$ cat config.mk
export PLATFORM = sky130hd
export DESIGN_NAME = rpu_top
export DESIGN_NICKNAME = d
export VERILOG_FILES = /design/src/design/rpu_pkg.sv /design/src/design/rpu_top.sv
export SDC_FILE = /design/constraint.sdc
export NUM_CORES = 2
export LEC_CHECK = 0
export BUFFER_PORTS_ARGS = -buffer_cell sky130_fd_sc_hd__buf_2
export CAP_MARGIN = 40
export CORE_MARGIN = 5
export CORE_UTILIZATION = 54
export CTS_CLUSTER_SIZE = 20
export DETAILED_ROUTE_END_ITERATION = 10
export PLACE_DENSITY_LB_ADDON = 0.3
export SLEW_MARGIN = 20
export SYNTH_ARGS = -nofsm -noshare
export SYNTH_HDL_FRONTEND = slang
export SYNTH_SLANG_ARGS = --single-unit
$ cat constraint.sdc
create_clock -name clk_i -period 10.9 [get_ports clk_i]
set_clock_uncertainty 0.05 [all_clocks]
set_input_delay 0.545 -clock clk_i [delete_from_list [all_inputs] [get_ports clk_i]]
set_output_delay 0.545 -clock clk_i [all_outputs]
set_load 0.03 [all_outputs]
$ cat src/design/rpu_pkg.sv
// package of constants for the region protection unit
package rpu_pkg;
    localparam int          NUM_REGIONS    = 8;
    localparam logic [7:0]  REGION_COUNT   = 8'h08;
    localparam logic [31:0] ADDR_TYPE      = 32'he000ed90;
    localparam logic [31:0] ADDR_CTRL      = 32'he000ed94;
    localparam logic [31:0] ADDR_RNR       = 32'he000ed98;
    localparam logic [31:0] ADDR_BASE      = 32'he000ed9c;
    localparam logic [31:0] ADDR_ATTR      = 32'he000eda0;
    localparam logic [31:0] ADDR_BASE_A1   = 32'he000eda4;
    localparam logic [31:0] ADDR_ATTR_A1   = 32'he000eda8;
    localparam logic [31:0] ADDR_BASE_A2   = 32'he000edac;
    localparam logic [31:0] ADDR_ATTR_A2   = 32'he000edb0;
    localparam logic [31:0] ADDR_BASE_A3   = 32'he000edb4;
    localparam logic [31:0] ADDR_ATTR_A3   = 32'he000edb8;
    localparam logic [31:0] ADDR_END       = 32'he000edef;
    localparam int          CTRL_EN_BIT    = 0;
    localparam int          CTRL_HFNMI_BIT = 1;
    localparam int          CTRL_PRIV_BIT  = 2;
    localparam logic [2:0]  CTRL_MASK      = 3'h7;
    localparam int          BASE_VALID_BIT = 4;
    localparam logic [31:0] BASE_ADDR_MASK = 32'hffffffe0;
    localparam int          TYPE_DREG_LSB  = 8;
    localparam logic [8:0]  EXC_NMI        = 9'h002;
    localparam logic [8:0]  EXC_HARD_FAULT_EXCEPTION  = 9'h003;
    localparam int          ATTR_EN_BIT    = 0;
    localparam int          ATTR_SRD_LSB   = 8;
    localparam logic [5:0]  SIZE_FULL      = 6'h20;
    localparam logic [5:0]  SIZE_SUBREG    = 6'h08;
    localparam logic [2:0]  AP_BACKGROUND  = 3'h1;
    localparam logic [3:0]  XN_TOP_LIMIT   = 4'h9;
    localparam logic [2:0]  XN_PERIPH_SEG  = 3'h2;
    localparam logic [4:0]  DEFAULT_TYPE   = 5'h00;
    localparam logic [31:0] RESET_CTRL     = 32'h00000000;
endpackage : rpu_pkg

$ cat src/design/rpu_top.sv
// region protection unit: access checking and its register file
// What this block does
// - vector reads and peripheral bus bypass checks
// - fault-level handlers use default map unless enabled
// - global enable clear gives default attributes
// - scan all regions, highest hit wins
// - enabled bit; size exponent is field plus one
// - match full space or upper address bits
// - large regions use eight sub-region disables
// - winning region supplies type, share, permission, xn
// - miss without background map faults, flags set
// - background map: permission 001, xn by address
// - check permissions against write, privilege, fetch
// - violations raise memory-management exception
// - byte, halfword, word register access, little endian
// - unprivileged register access faults, ignored
// - absent unit: every register, type included, reads zero; writes ignored
// - base and attribute reach selected region
// - alias pairs reach selected region plus 1..3
// - type bits 15:8 give region count
// - instruction count and split flag read zero
// - background bit ignored while disabled
// - valid base write loads region number
`timescale 1ns/1ps
`default_nettype none

module rpu_top #(
    parameter bit PRESENT = 1'b1
) (
    input  wire logic        clk_i,
    input  wire logic        rstn_i,
    input  wire logic        ce_i,
    input  wire logic        acc_valid_i,
    input  wire logic [31:0] acc_addr_i,
    input  wire logic        acc_write_i,
    input  wire logic        acc_priv_i,
    input  wire logic        acc_fetch_i,
    input  wire logic        acc_vector_i,
    input  wire logic [8:0]  active_exception_number_i,
    input  wire logic        reg_valid_i,
    input  wire logic        reg_write_i,
    input  wire logic        reg_priv_i,
    input  wire logic [31:0] reg_addr_i,
    input  wire logic [3:0]  reg_be_i,
    input  wire logic [31:0] reg_wdata_i,
    output logic             acc_done_o,
    output logic             acc_default_o,
    output logic [4:0]       acc_type_o,
    output logic             acc_share_o,
    output logic [2:0]       access_permission_code_o,
    output logic             execute_never_o,
    output logic             fetch_violation_flag_o,
    output logic             data_violation_flag_o,
    output logic             fault_address_valid_o,
    output logic [31:0]      fault_address_capture_o,
    output logic             memory_management_exception_o,
    output logic [31:0]      reg_rdata_o,
    output logic             reg_ready_o
);
    localparam int NR = rpu_pkg::NUM_REGIONS;

    // register state
    logic [2:0]  protection_control_reg_r;
    logic [7:0]  region_number_select_r;
    logic [31:0] region_base_word_r      [NR];
    logic [31:0] region_attribute_word_r [NR];

    wire en_w    = PRESENT & protection_control_reg_r[rpu_pkg::CTRL_EN_BIT];
    wire hfnmi_w = protection_control_reg_r[rpu_pkg::CTRL_HFNMI_BIT];
    wire priv_bg_w = protection_control_reg_r[rpu_pkg::CTRL_PRIV_BIT];

    // byte-lane merge, little endian
    function automatic logic [31:0] merge_bytes(input logic [31:0] old_v,
                                                input logic [31:0] new_v,
                                                input logic [3:0]  be);
        logic [31:0] r;
        r = old_v;
        for (int b = 0; b < 4; b++) begin
            if (be[b]) begin
                r[b*8 +: 8] = new_v[b*8 +: 8];
            end
        end
        return r;
    endfunction : merge_bytes

    // per-region hit test
    function automatic logic region_hit(input logic [31:0] addr,
                                        input logic [31:0] base,
                                        input logic [31:0] attr);
        logic [5:0]  lsbit;
        logic [31:0] mask;
        logic [2:0]  sub;
        logic        h;
        lsbit = {1'b0, attr[5:1]} + 6'h01;
        mask  = (lsbit == rpu_pkg::SIZE_FULL) ? 32'h00000000 : (32'hffffffff << lsbit);
        sub   = 3'(addr >> (lsbit - 6'h03));
        h     = attr[rpu_pkg::ATTR_EN_BIT] && ((addr & mask) == (base & mask));
        if (h && lsbit >= rpu_pkg::SIZE_SUBREG) begin
            h = !attr[rpu_pkg::ATTR_SRD_LSB + 32'(sub)];
        end
        return h;
    endfunction : region_hit

    // register address decode
    logic        reg_hit_w;
    logic [2:0]  reg_off_sel_w;
    logic [1:0]  reg_alias_w;
    logic        reg_is_base_w;
    always_comb begin
        reg_hit_w     = 1'b1;
        reg_off_sel_w = 3'h0;
        reg_alias_w   = 2'h0;
        reg_is_base_w = 1'b0;
        case ({reg_addr_i[31:2], 2'h0})
            rpu_pkg::ADDR_TYPE:    reg_off_sel_w = 3'h0;
            rpu_pkg::ADDR_CTRL:    reg_off_sel_w = 3'h1;
            rpu_pkg::ADDR_RNR:     reg_off_sel_w = 3'h2;
            rpu_pkg::ADDR_BASE:    begin
                reg_off_sel_w = 3'h3;
                reg_is_base_w = 1'b1;
            end
            rpu_pkg::ADDR_ATTR:    reg_off_sel_w = 3'h3;
            rpu_pkg::ADDR_BASE_A1: begin
                reg_off_sel_w = 3'h3;
                reg_alias_w   = 2'h1;
                reg_is_base_w = 1'b1;
            end
            rpu_pkg::ADDR_ATTR_A1: begin
                reg_off_sel_w = 3'h3;
                reg_alias_w   = 2'h1;
            end
            rpu_pkg::ADDR_BASE_A2: begin
                reg_off_sel_w = 3'h3;
                reg_alias_w   = 2'h2;
                reg_is_base_w = 1'b1;
            end
            rpu_pkg::ADDR_ATTR_A2: begin
                reg_off_sel_w = 3'h3;
                reg_alias_w   = 2'h2;
            end
            rpu_pkg::ADDR_BASE_A3: begin
                reg_off_sel_w = 3'h3;
                reg_alias_w   = 2'h3;
                reg_is_base_w = 1'b1;
            end
            rpu_pkg::ADDR_ATTR_A3: begin
                reg_off_sel_w = 3'h3;
                reg_alias_w   = 2'h3;
            end
            default:               reg_hit_w = 1'b0;
        endcase
    end

    // selected region index, with alias offset
    // one extra bit so a high region number plus an alias never wraps onto region 0
    wire [8:0] sel_num_w = {1'b0, region_number_select_r} + {7'h00, reg_alias_w};
    wire       sel_ok_w  = PRESENT && (sel_num_w < 9'(rpu_pkg::REGION_COUNT));
    wire [2:0] sel_idx_w = sel_num_w[2:0];

    wire reg_acc_w   = ce_i && reg_valid_i && reg_hit_w;
    wire reg_ok_w    = reg_acc_w && reg_priv_i;
    wire reg_wr_w    = reg_ok_w && reg_write_i;
    // byte-lane merges for control and region number; unwritten lanes keep their value
    wire [31:0] wr_ctrl_w = merge_bytes({29'h0, protection_control_reg_r},
                                        reg_wdata_i, reg_be_i);
    wire [31:0] wr_rnr_w  = merge_bytes({24'h0, region_number_select_r},
                                        reg_wdata_i, reg_be_i);

    // control register, cleared on reset
    always_ff @(posedge clk_i or negedge rstn_i) begin
        if (!rstn_i) begin
            protection_control_reg_r <= 3'(rpu_pkg::RESET_CTRL);
        end else if (reg_wr_w && PRESENT && reg_off_sel_w == 3'h1) begin
            protection_control_reg_r <= wr_ctrl_w[2:0] & rpu_pkg::CTRL_MASK;
        end
    end

    // region number: direct write or valid base write
    always_ff @(posedge clk_i or negedge rstn_i) begin
        if (!rstn_i) begin
            region_number_select_r <= 8'h00;
        end else if (reg_wr_w && PRESENT && reg_off_sel_w == 3'h2) begin
            region_number_select_r <= wr_rnr_w[7:0];
        end else if (reg_wr_w && PRESENT && reg_is_base_w && reg_alias_w == 2'h0
                     && reg_be_i[0] && reg_wdata_i[rpu_pkg::BASE_VALID_BIT]) begin
            region_number_select_r <= {4'h0, reg_wdata_i[3:0]};
        end
    end

    // region storage; a valid base write targets the named region
    wire [2:0] base_tgt_w = (reg_alias_w == 2'h0 && reg_be_i[0] &&
                             reg_wdata_i[rpu_pkg::BASE_VALID_BIT]) ?
                            reg_wdata_i[2:0] : sel_idx_w;
    wire       base_tgt_ok_w = (reg_alias_w == 2'h0 && reg_be_i[0] &&
                                reg_wdata_i[rpu_pkg::BASE_VALID_BIT]) ?
                               (PRESENT && reg_wdata_i[3:0] < 4'(rpu_pkg::NUM_REGIONS)) :
                               sel_ok_w;
    for (genvar g = 0; g < NR; g++) begin : g_region
        always_ff @(posedge clk_i or negedge rstn_i) begin
            if (!rstn_i) begin
                region_base_word_r[g]      <= 32'h00000000;
                region_attribute_word_r[g] <= 32'h00000000;
            end else if (reg_wr_w && reg_off_sel_w == 3'h3) begin
                if (reg_is_base_w && base_tgt_ok_w && base_tgt_w == 3'(g)) begin
                    region_base_word_r[g] <= merge_bytes(region_base_word_r[g],
                                             reg_wdata_i, reg_be_i) & rpu_pkg::BASE_ADDR_MASK;
                end else if (!reg_is_base_w && sel_ok_w && sel_idx_w == 3'(g)) begin
                    region_attribute_word_r[g] <= merge_bytes(region_attribute_word_r[g],
                                                  reg_wdata_i, reg_be_i);
                end
            end
        end
    end

    // register read data
    logic [31:0] rdata_w;
    always_comb begin
        rdata_w = 32'h00000000;
        case (reg_off_sel_w)
            3'h0: rdata_w = PRESENT ?
                            {16'h0000, rpu_pkg::REGION_COUNT, 8'h00} : 32'h0;
            3'h1: rdata_w = PRESENT ? {29'h0, protection_control_reg_r} : 32'h0;
            3'h2: rdata_w = PRESENT ? {24'h0, region_number_select_r} : 32'h0;
            3'h3: begin
                if (sel_ok_w && reg_is_base_w) begin
                    rdata_w = {region_base_word_r[sel_idx_w][31:5], 1'b0,
                               region_number_select_r[3:0]};
                end else if (sel_ok_w) begin
                    rdata_w = region_attribute_word_r[sel_idx_w];
                end
            end
            default: rdata_w = 32'h00000000;
        endcase
    end

    // register bus answer, one cycle after request
    always_ff @(posedge clk_i or negedge rstn_i) begin
        if (!rstn_i) begin
            reg_rdata_o <= 32'h00000000;
            reg_ready_o <= 1'b0;
        end else if (ce_i) begin
            reg_ready_o <= reg_valid_i;
            reg_rdata_o <= (reg_ok_w && !reg_write_i) ? rdata_w : 32'h00000000;
        end
    end
    wire reg_fault_w = reg_acc_w && !reg_priv_i;

    // region scan, highest index wins
    logic       found_w;
    logic [2:0] win_w;
    always_comb begin
        found_w = 1'b0;
        win_w   = 3'h0;
        for (int r = 0; r < NR; r++) begin
            if (region_hit(acc_addr_i, region_base_word_r[r], region_attribute_word_r[r])) begin
                found_w = 1'b1;
                win_w   = 3'(r);
            end
        end
    end

    // attribute resolution and permission check
    logic        dflt_w;
    logic [4:0]  type_w;
    logic        share_w;
    logic [2:0]  ap_w;
    logic        xn_w;
    logic        miss_w;
    logic        perm_fault_w;
    logic [15:0] ac_w;
    always_comb begin
        dflt_w  = 1'b1;
        type_w  = rpu_pkg::DEFAULT_TYPE;
        share_w = 1'b0;
        ap_w    = 3'h3;
        xn_w    = 1'b0;
        miss_w  = 1'b0;
        ac_w    = region_attribute_word_r[win_w][31:16];
        if (acc_vector_i || acc_addr_i[31:20] == 12'he00) begin
            dflt_w = 1'b1;
        end else if ((active_exception_number_i == rpu_pkg::EXC_NMI ||
                      active_exception_number_i == rpu_pkg::EXC_HARD_FAULT_EXCEPTION) && !hfnmi_w) begin
            dflt_w = 1'b1;
        end else if (!en_w) begin
            dflt_w = 1'b1;
        end else if (found_w) begin
            dflt_w  = 1'b0;
            type_w  = {ac_w[5:3], ac_w[1:0]};
            share_w = ac_w[2];
            ap_w    = ac_w[10:8];
            xn_w    = ac_w[12];
        end else if (priv_bg_w) begin
            ap_w = rpu_pkg::AP_BACKGROUND;
            xn_w = (acc_addr_i[31:28] > rpu_pkg::XN_TOP_LIMIT) ||
                   (acc_addr_i[31:29] == rpu_pkg::XN_PERIPH_SEG);
        end else begin
            // a miss uses no map at all: it faults instead
            dflt_w = 1'b0;
            miss_w = 1'b1;
        end
        // permission code: 0 none, 1 priv only, 5 priv read only, 2 priv rw user ro,
        // 3 full, 6/7 read only for all
        perm_fault_w = 1'b0;
        case (ap_w)
            3'h0:    perm_fault_w = 1'b1;
            3'h1:    perm_fault_w = !acc_priv_i;
            3'h2:    perm_fault_w = !acc_priv_i && acc_write_i;
            3'h3:    perm_fault_w = 1'b0;
            3'h5:    perm_fault_w = !acc_priv_i || acc_write_i;
            3'h6:    perm_fault_w = acc_write_i;
            3'h7:    perm_fault_w = acc_write_i;
            default: perm_fault_w = 1'b1;
        endcase
        if (acc_fetch_i && xn_w) begin
            perm_fault_w = 1'b1;
        end
        if (miss_w) begin
            perm_fault_w = 1'b0;
        end
    end

    wire viol_w = ce_i && acc_valid_i && (miss_w || perm_fault_w);

    // access result registers
    always_ff @(posedge clk_i or negedge rstn_i) begin
        if (!rstn_i) begin
            acc_done_o               <= 1'b0;
            acc_default_o            <= 1'b0;
            acc_type_o               <= 5'h00;
            acc_share_o              <= 1'b0;
            access_permission_code_o <= 3'h0;
            execute_never_o          <= 1'b0;
        end else if (ce_i) begin
            acc_done_o <= acc_valid_i;
            if (acc_valid_i) begin
                acc_default_o            <= dflt_w;
                acc_type_o               <= type_w;
                acc_share_o              <= share_w;
                access_permission_code_o <= ap_w;
                execute_never_o          <= xn_w;
            end
        end
    end

    // fault status flags and exception pulse
    always_ff @(posedge clk_i or negedge rstn_i) begin
        if (!rstn_i) begin
            fetch_violation_flag_o        <= 1'b0;
            data_violation_flag_o         <= 1'b0;
            fault_address_valid_o         <= 1'b0;
            fault_address_capture_o       <= 32'h00000000;
            memory_management_exception_o <= 1'b0;
        end else if (ce_i) begin
            memory_management_exception_o <= viol_w || reg_fault_w;
            if (viol_w && acc_fetch_i) begin
                fetch_violation_flag_o <= 1'b1;
                fault_address_valid_o  <= 1'b0;
            end else if (viol_w) begin
                data_violation_flag_o   <= 1'b1;
                fault_address_capture_o <= acc_addr_i;
                fault_address_valid_o   <= 1'b1;
            end else if (reg_fault_w) begin
                data_violation_flag_o   <= 1'b1;
                fault_address_capture_o <= reg_addr_i;
                fault_address_valid_o   <= 1'b1;
            end
        end
    end
endmodule : rpu_top

`default_nettype wire

==> results.md <==
* Pwr/cell area at 108.1 nW/um2
* Post-synthesis sequential area ratio at 34.76%
* Prevailing post-synth register cell: dfrtp_1
* CTS tree: done
* Worst-skew pair later-pin latency at 0.66 ns
* Post-CTS setup buffers at 0
* Routed length per instance at 31.46 um
* Worst Hold Class: input pin to flip-flop
* Hold Fails Final Rpt at 0
* Sw frac at 26.70%
* Seq cells post-synth at 564
* # setup viols final at 0
* Antenna violations before repair at 2
* Setup slack, reg-to-reg at 2.79 ns
* Num CTS Buffers at 67
* Pleak at 20.20 nW
* Final Max Tran Viols at 0
* Hold path depth at 2
* Core box area at 74450 um2
* Seq pwr share at 43.0%
* CTS clk-pin slew, worst paths at 0.06 ns
* Max-cap violations at 0
* Netlist Area Pre-Place at 40600 um2
* Multi-input logic area at 24770 um2
* Mean Syn Cell Area at 10.91 um2
* Metal3 WL at 19.49 mm
* GRT Util Overall at 36.37%
* Fin crit share at 74.37%
* Worst EP arrival at 8.53 ns
* Combinational fraction of design power at 8.5%
* Hold bufs inserted after CTS at 1
* Post_cts resized at 0
* # H-tree levels at 3
* Worst setup SP type: flip-flop
* Nets@finish at 3974
* Sequential cell area at 14110 um2
* Overflow after GRT at 0
* Dpl cell area at 42570 um2
* Area growth syn-to-layout at 11.01%
* Switching power at 1.301 mW
* Run status: finished clean
* Final Worst Setup Slack at 2.793 ns
* YS warnings at 0
* Placement Rows at 100
* TritonRoute pass-1 iters at 9
* Final WL at 151.9 mm
* Initial core utilization at 54.54%
* Clock sink total at 564
* Required @ worst endpoint at 11.32 ns
* Clock Tree Buf Depth at 3
* DIE WIDTH at 284.2 um
* Clock Root Buffer: clkbuf_16
* DR vias at 34389
* First-pass GRT wire length at 221.8 mm
* CP Max Fanout at 38
* Synth cell types at 105
* 1st-iter DRT viols at 4666
* Worst VDD drop at 0.1251 mV
* Max-slew headroom at 25.06%
* Worst R2R End: fault_address_capture_o[26]$_DFFE_PN0P_
* CP endpoint kind: flip-flop
* Post-Synthesis Cells at 3723
* Fill cell count at 6037
* Setup Total Neg Slack at 0 ns
* Vias per cell at 7.120
* Highest routed layer: met4
* Min Clock Period, post-route at 8.107 ns
* Crit path kind: flip-flop to flip-flop
* RSZ-0062 raised after global routing: no
* Dpl ws at 2.965 ns
* Met2 Routed Length at 65.68 mm
* # DRC at 0
* Vias in the first global route at 33219
* Worst slew pin tran at 1.124 ns
* Routability cong. at 1.099
* Final Cell Area at 45070 um2
* Hold path start: reg_valid_i
* IO Pins at 201
* Largest net degree at the start of global routing at 146
* Layout cell share with drive strength beyond 1 at 32.85%
* Peak Freq at 123.4 MHz
* Int Power at 3.573 mW
* M1 wire length at 56.02 mm
* Post-route antenna net violation count at 0
* Worst Hold End: reg_ready_o$_DFFE_PN0P_
* DP HPWL at 104.6 mm
* FF-to-FF Start: region_attribute_word_r[161]$_DFFE_PN0P_
* Syn_nets at 3890
* Port bufs at 199
* R2R depth at 22
* Post-synth EDFFs at 0
* Clk pwr share at 48.5%
* Die area at 80780 um2
* FFs w/ async S/R, synth at 100.0%
* Die height at 284.2 um
[final cells by class]
class	instances	share of cell area (%)
well taps	969	2.690
flip-flops and latches	564	31.31
clock inverters	31	0.9521
inverters	141	1.174
clock buffers	91	4.231
diodes	1	0.005552
repair buffers	325	4.691
multi-input cells	2708	54.94
[registers in the layout (all words and copies together), names as in the netlist, 3 cells and up]
name	cells
access_permission_code_o	3
reg_rdata_o	32
region_number_select_r	8
region_base_word_r	216
fault_address_capture_o	32
protection_control_reg_r	3
region_attribute_word_r	256
acc_type_o	5
[placed cells by master (no fill, tap or decap), drive strengths merged, types with 12 or more instances in the layout]
| master | Yosys | routed |
|---|---|---|
| xor2 | 133 | 133 |
| nor4 | 26 | 26 |
| nor2 | 167 | 167 |
| a22oi | 19 | 19 |
| mux2i | 109 | 109 |
| dfrtp | 564 | 564 |
| nand3 | 81 | 81 |
| a211oi | 29 | 29 |
| a211o | 12 | 12 |
| buf | 126 | 321 |
| clkinv | 0 | 21 |
| mux4 | 295 | 295 |
| mux2 | 480 | 480 |
| a31oi | 33 | 33 |
| nor3 | 29 | 29 |
| o22a | 13 | 13 |
| xnor2 | 131 | 131 |
| o21ai | 129 | 129 |
| ha | 46 | 46 |
| and2 | 16 | 16 |
| o22ai | 73 | 73 |
| o211ai | 16 | 16 |
| inv | 141 | 144 |
| a21oi | 147 | 147 |
| nand2 | 362 | 362 |
| nand4 | 17 | 17 |
| a221oi | 13 | 13 |
| clkbuf | 184 | 94 |
| nor2b | 25 | 25 |
| nand2b | 22 | 22 |
| and3 | 36 | 36 |
[cells in the mapped netlist, drive strengths merged (17+ instances only)]
library cell / number / share of area, %
and3: 36 / 0.55
nand2b: 22 / 0.34
nor2b: 25 / 0.39
nor2: 167 / 1.5
mux4: 295 / 16
xor2: 133 / 2.9
a211oi: 29 / 0.60
o22ai: 73 / 1.1
a31oi: 33 / 0.51
inv: 141 / 1.3
nor3: 29 / 0.37
nand2: 362 / 3.3
ha: 46 / 1.4
a22oi: 19 / 0.35
o21ai: 129 / 1.6
clkbuf: 184 / 1.7
nand4: 17 / 0.26
buf: 126 / 1.4
mux2: 480 / 13
a21oi: 147 / 1.8
xnor2: 131 / 2.8
nor4: 26 / 0.44
dfrtp: 564 / 35
mux2i: 109 / 2.7
nand3: 81 / 1.0
[routing by layer]
layer / vias to the layer above / track usage [%]
li1: 14076 / -
met1: 17099 / 48.41
met2: 2614 / 53.47
met3: 600 / 11.07
met4: 0 / 20.07
met5: - / 0
[cells by family (layout without fill, tap and decap cells)]
group | count (synthesis) | in the layout | synth area share (%)
other | 0 | 1 | 0
and+or+nand+nor | 843 | 843 | 9.750
buffers and inverters | 451 | 588 | 4.425
AOI/OAI and AO/OA | 665 | 665 | 11.30
adders and majority gates | 52 | 52 | 1.590
muxes | 884 | 884 | 32.40
xor gates and xnor gates | 264 | 264 | 5.769
DFF | 564 | 564 | 34.76
[stage by stage]
step | cells | power (mW) | utilization [%] | hold slack [ns]
floorplan | 3723 | 2.330 | - | 0.1994
global placement | 4654 | 2.521 | 56.67 | 0.3996
detailed placement | 4689 | 2.527 | 57.18 | 0.3968
CTS | 4812 | 4.867 | 60.34 | 0.08966
global route | 4829 | 4.981 | 60.54 | 0.1028
finish | 4830 | 4.875 | 60.54 | 0.1058
[worst max-delay path by stage]
stage | end | cells after the start | start | slack (ns)
3_5_place_dp | fault_address_capture_o[26]$_DFFE_PN0P_ | 22 | region_attribute_word_r[161]$_DFFE_PN0P_ | 2.97
5_1_grt | fault_address_capture_o[18]$_DFFE_PN0P_ | 22 | region_attribute_word_r[161]$_DFFE_PN0P_ | 2.39
6_report | fault_address_capture_o[26]$_DFFE_PN0P_ | 22 | region_attribute_word_r[161]$_DFFE_PN0P_ | 2.79
3_3_place_gp | fault_address_capture_o[1]$_DFFE_PN0P_ | 22 | region_attribute_word_r[161]$_DFFE_PN0P_ | 3.07
2_1_floorplan | fault_address_capture_o[5]$_DFFE_PN0P_ | 22 | region_attribute_word_r[193]$_DFFE_PN0P_ | 4.77
4_1_cts | fault_address_capture_o[26]$_DFFE_PN0P_ | 22 | region_attribute_word_r[161]$_DFFE_PN0P_ | 2.97
[worst max-delay path: stages (launching register included)]
cell,delay [ns]
dfrtp_1,0.32
buf_4,0.39
ha_1,0.29
inv_1,0.08
ha_1,0.71
inv_1,0.34
o311a_4,0.50
or3_1,0.53
mux2_1,0.40
a2111o_1,0.35
a222oi_1,0.38
a211oi_2,0.11
a211oi_4,0.56
o221ai_1,0.33
nand2_1,0.14
buf_4,0.36
inv_1,0.41
a221o_1,0.50
a21oi_2,0.25
o22ai_2,0.15
mux2i_4,0.17
buf_4,0.41
o22ai_1,0.15
[power groups by stage]
stage	Clock [mW]	Combinational (mW)	Sequential (mW)
final	2.36	0.415	2.10
after floorplan	0	0.192	2.14
after global routing	2.46	0.426	2.10
after CTS	2.38	0.395	2.10
after global placement	0	0.387	2.13
after detailed placement	0	0.393	2.13
(Power assumes the default switching activity.)
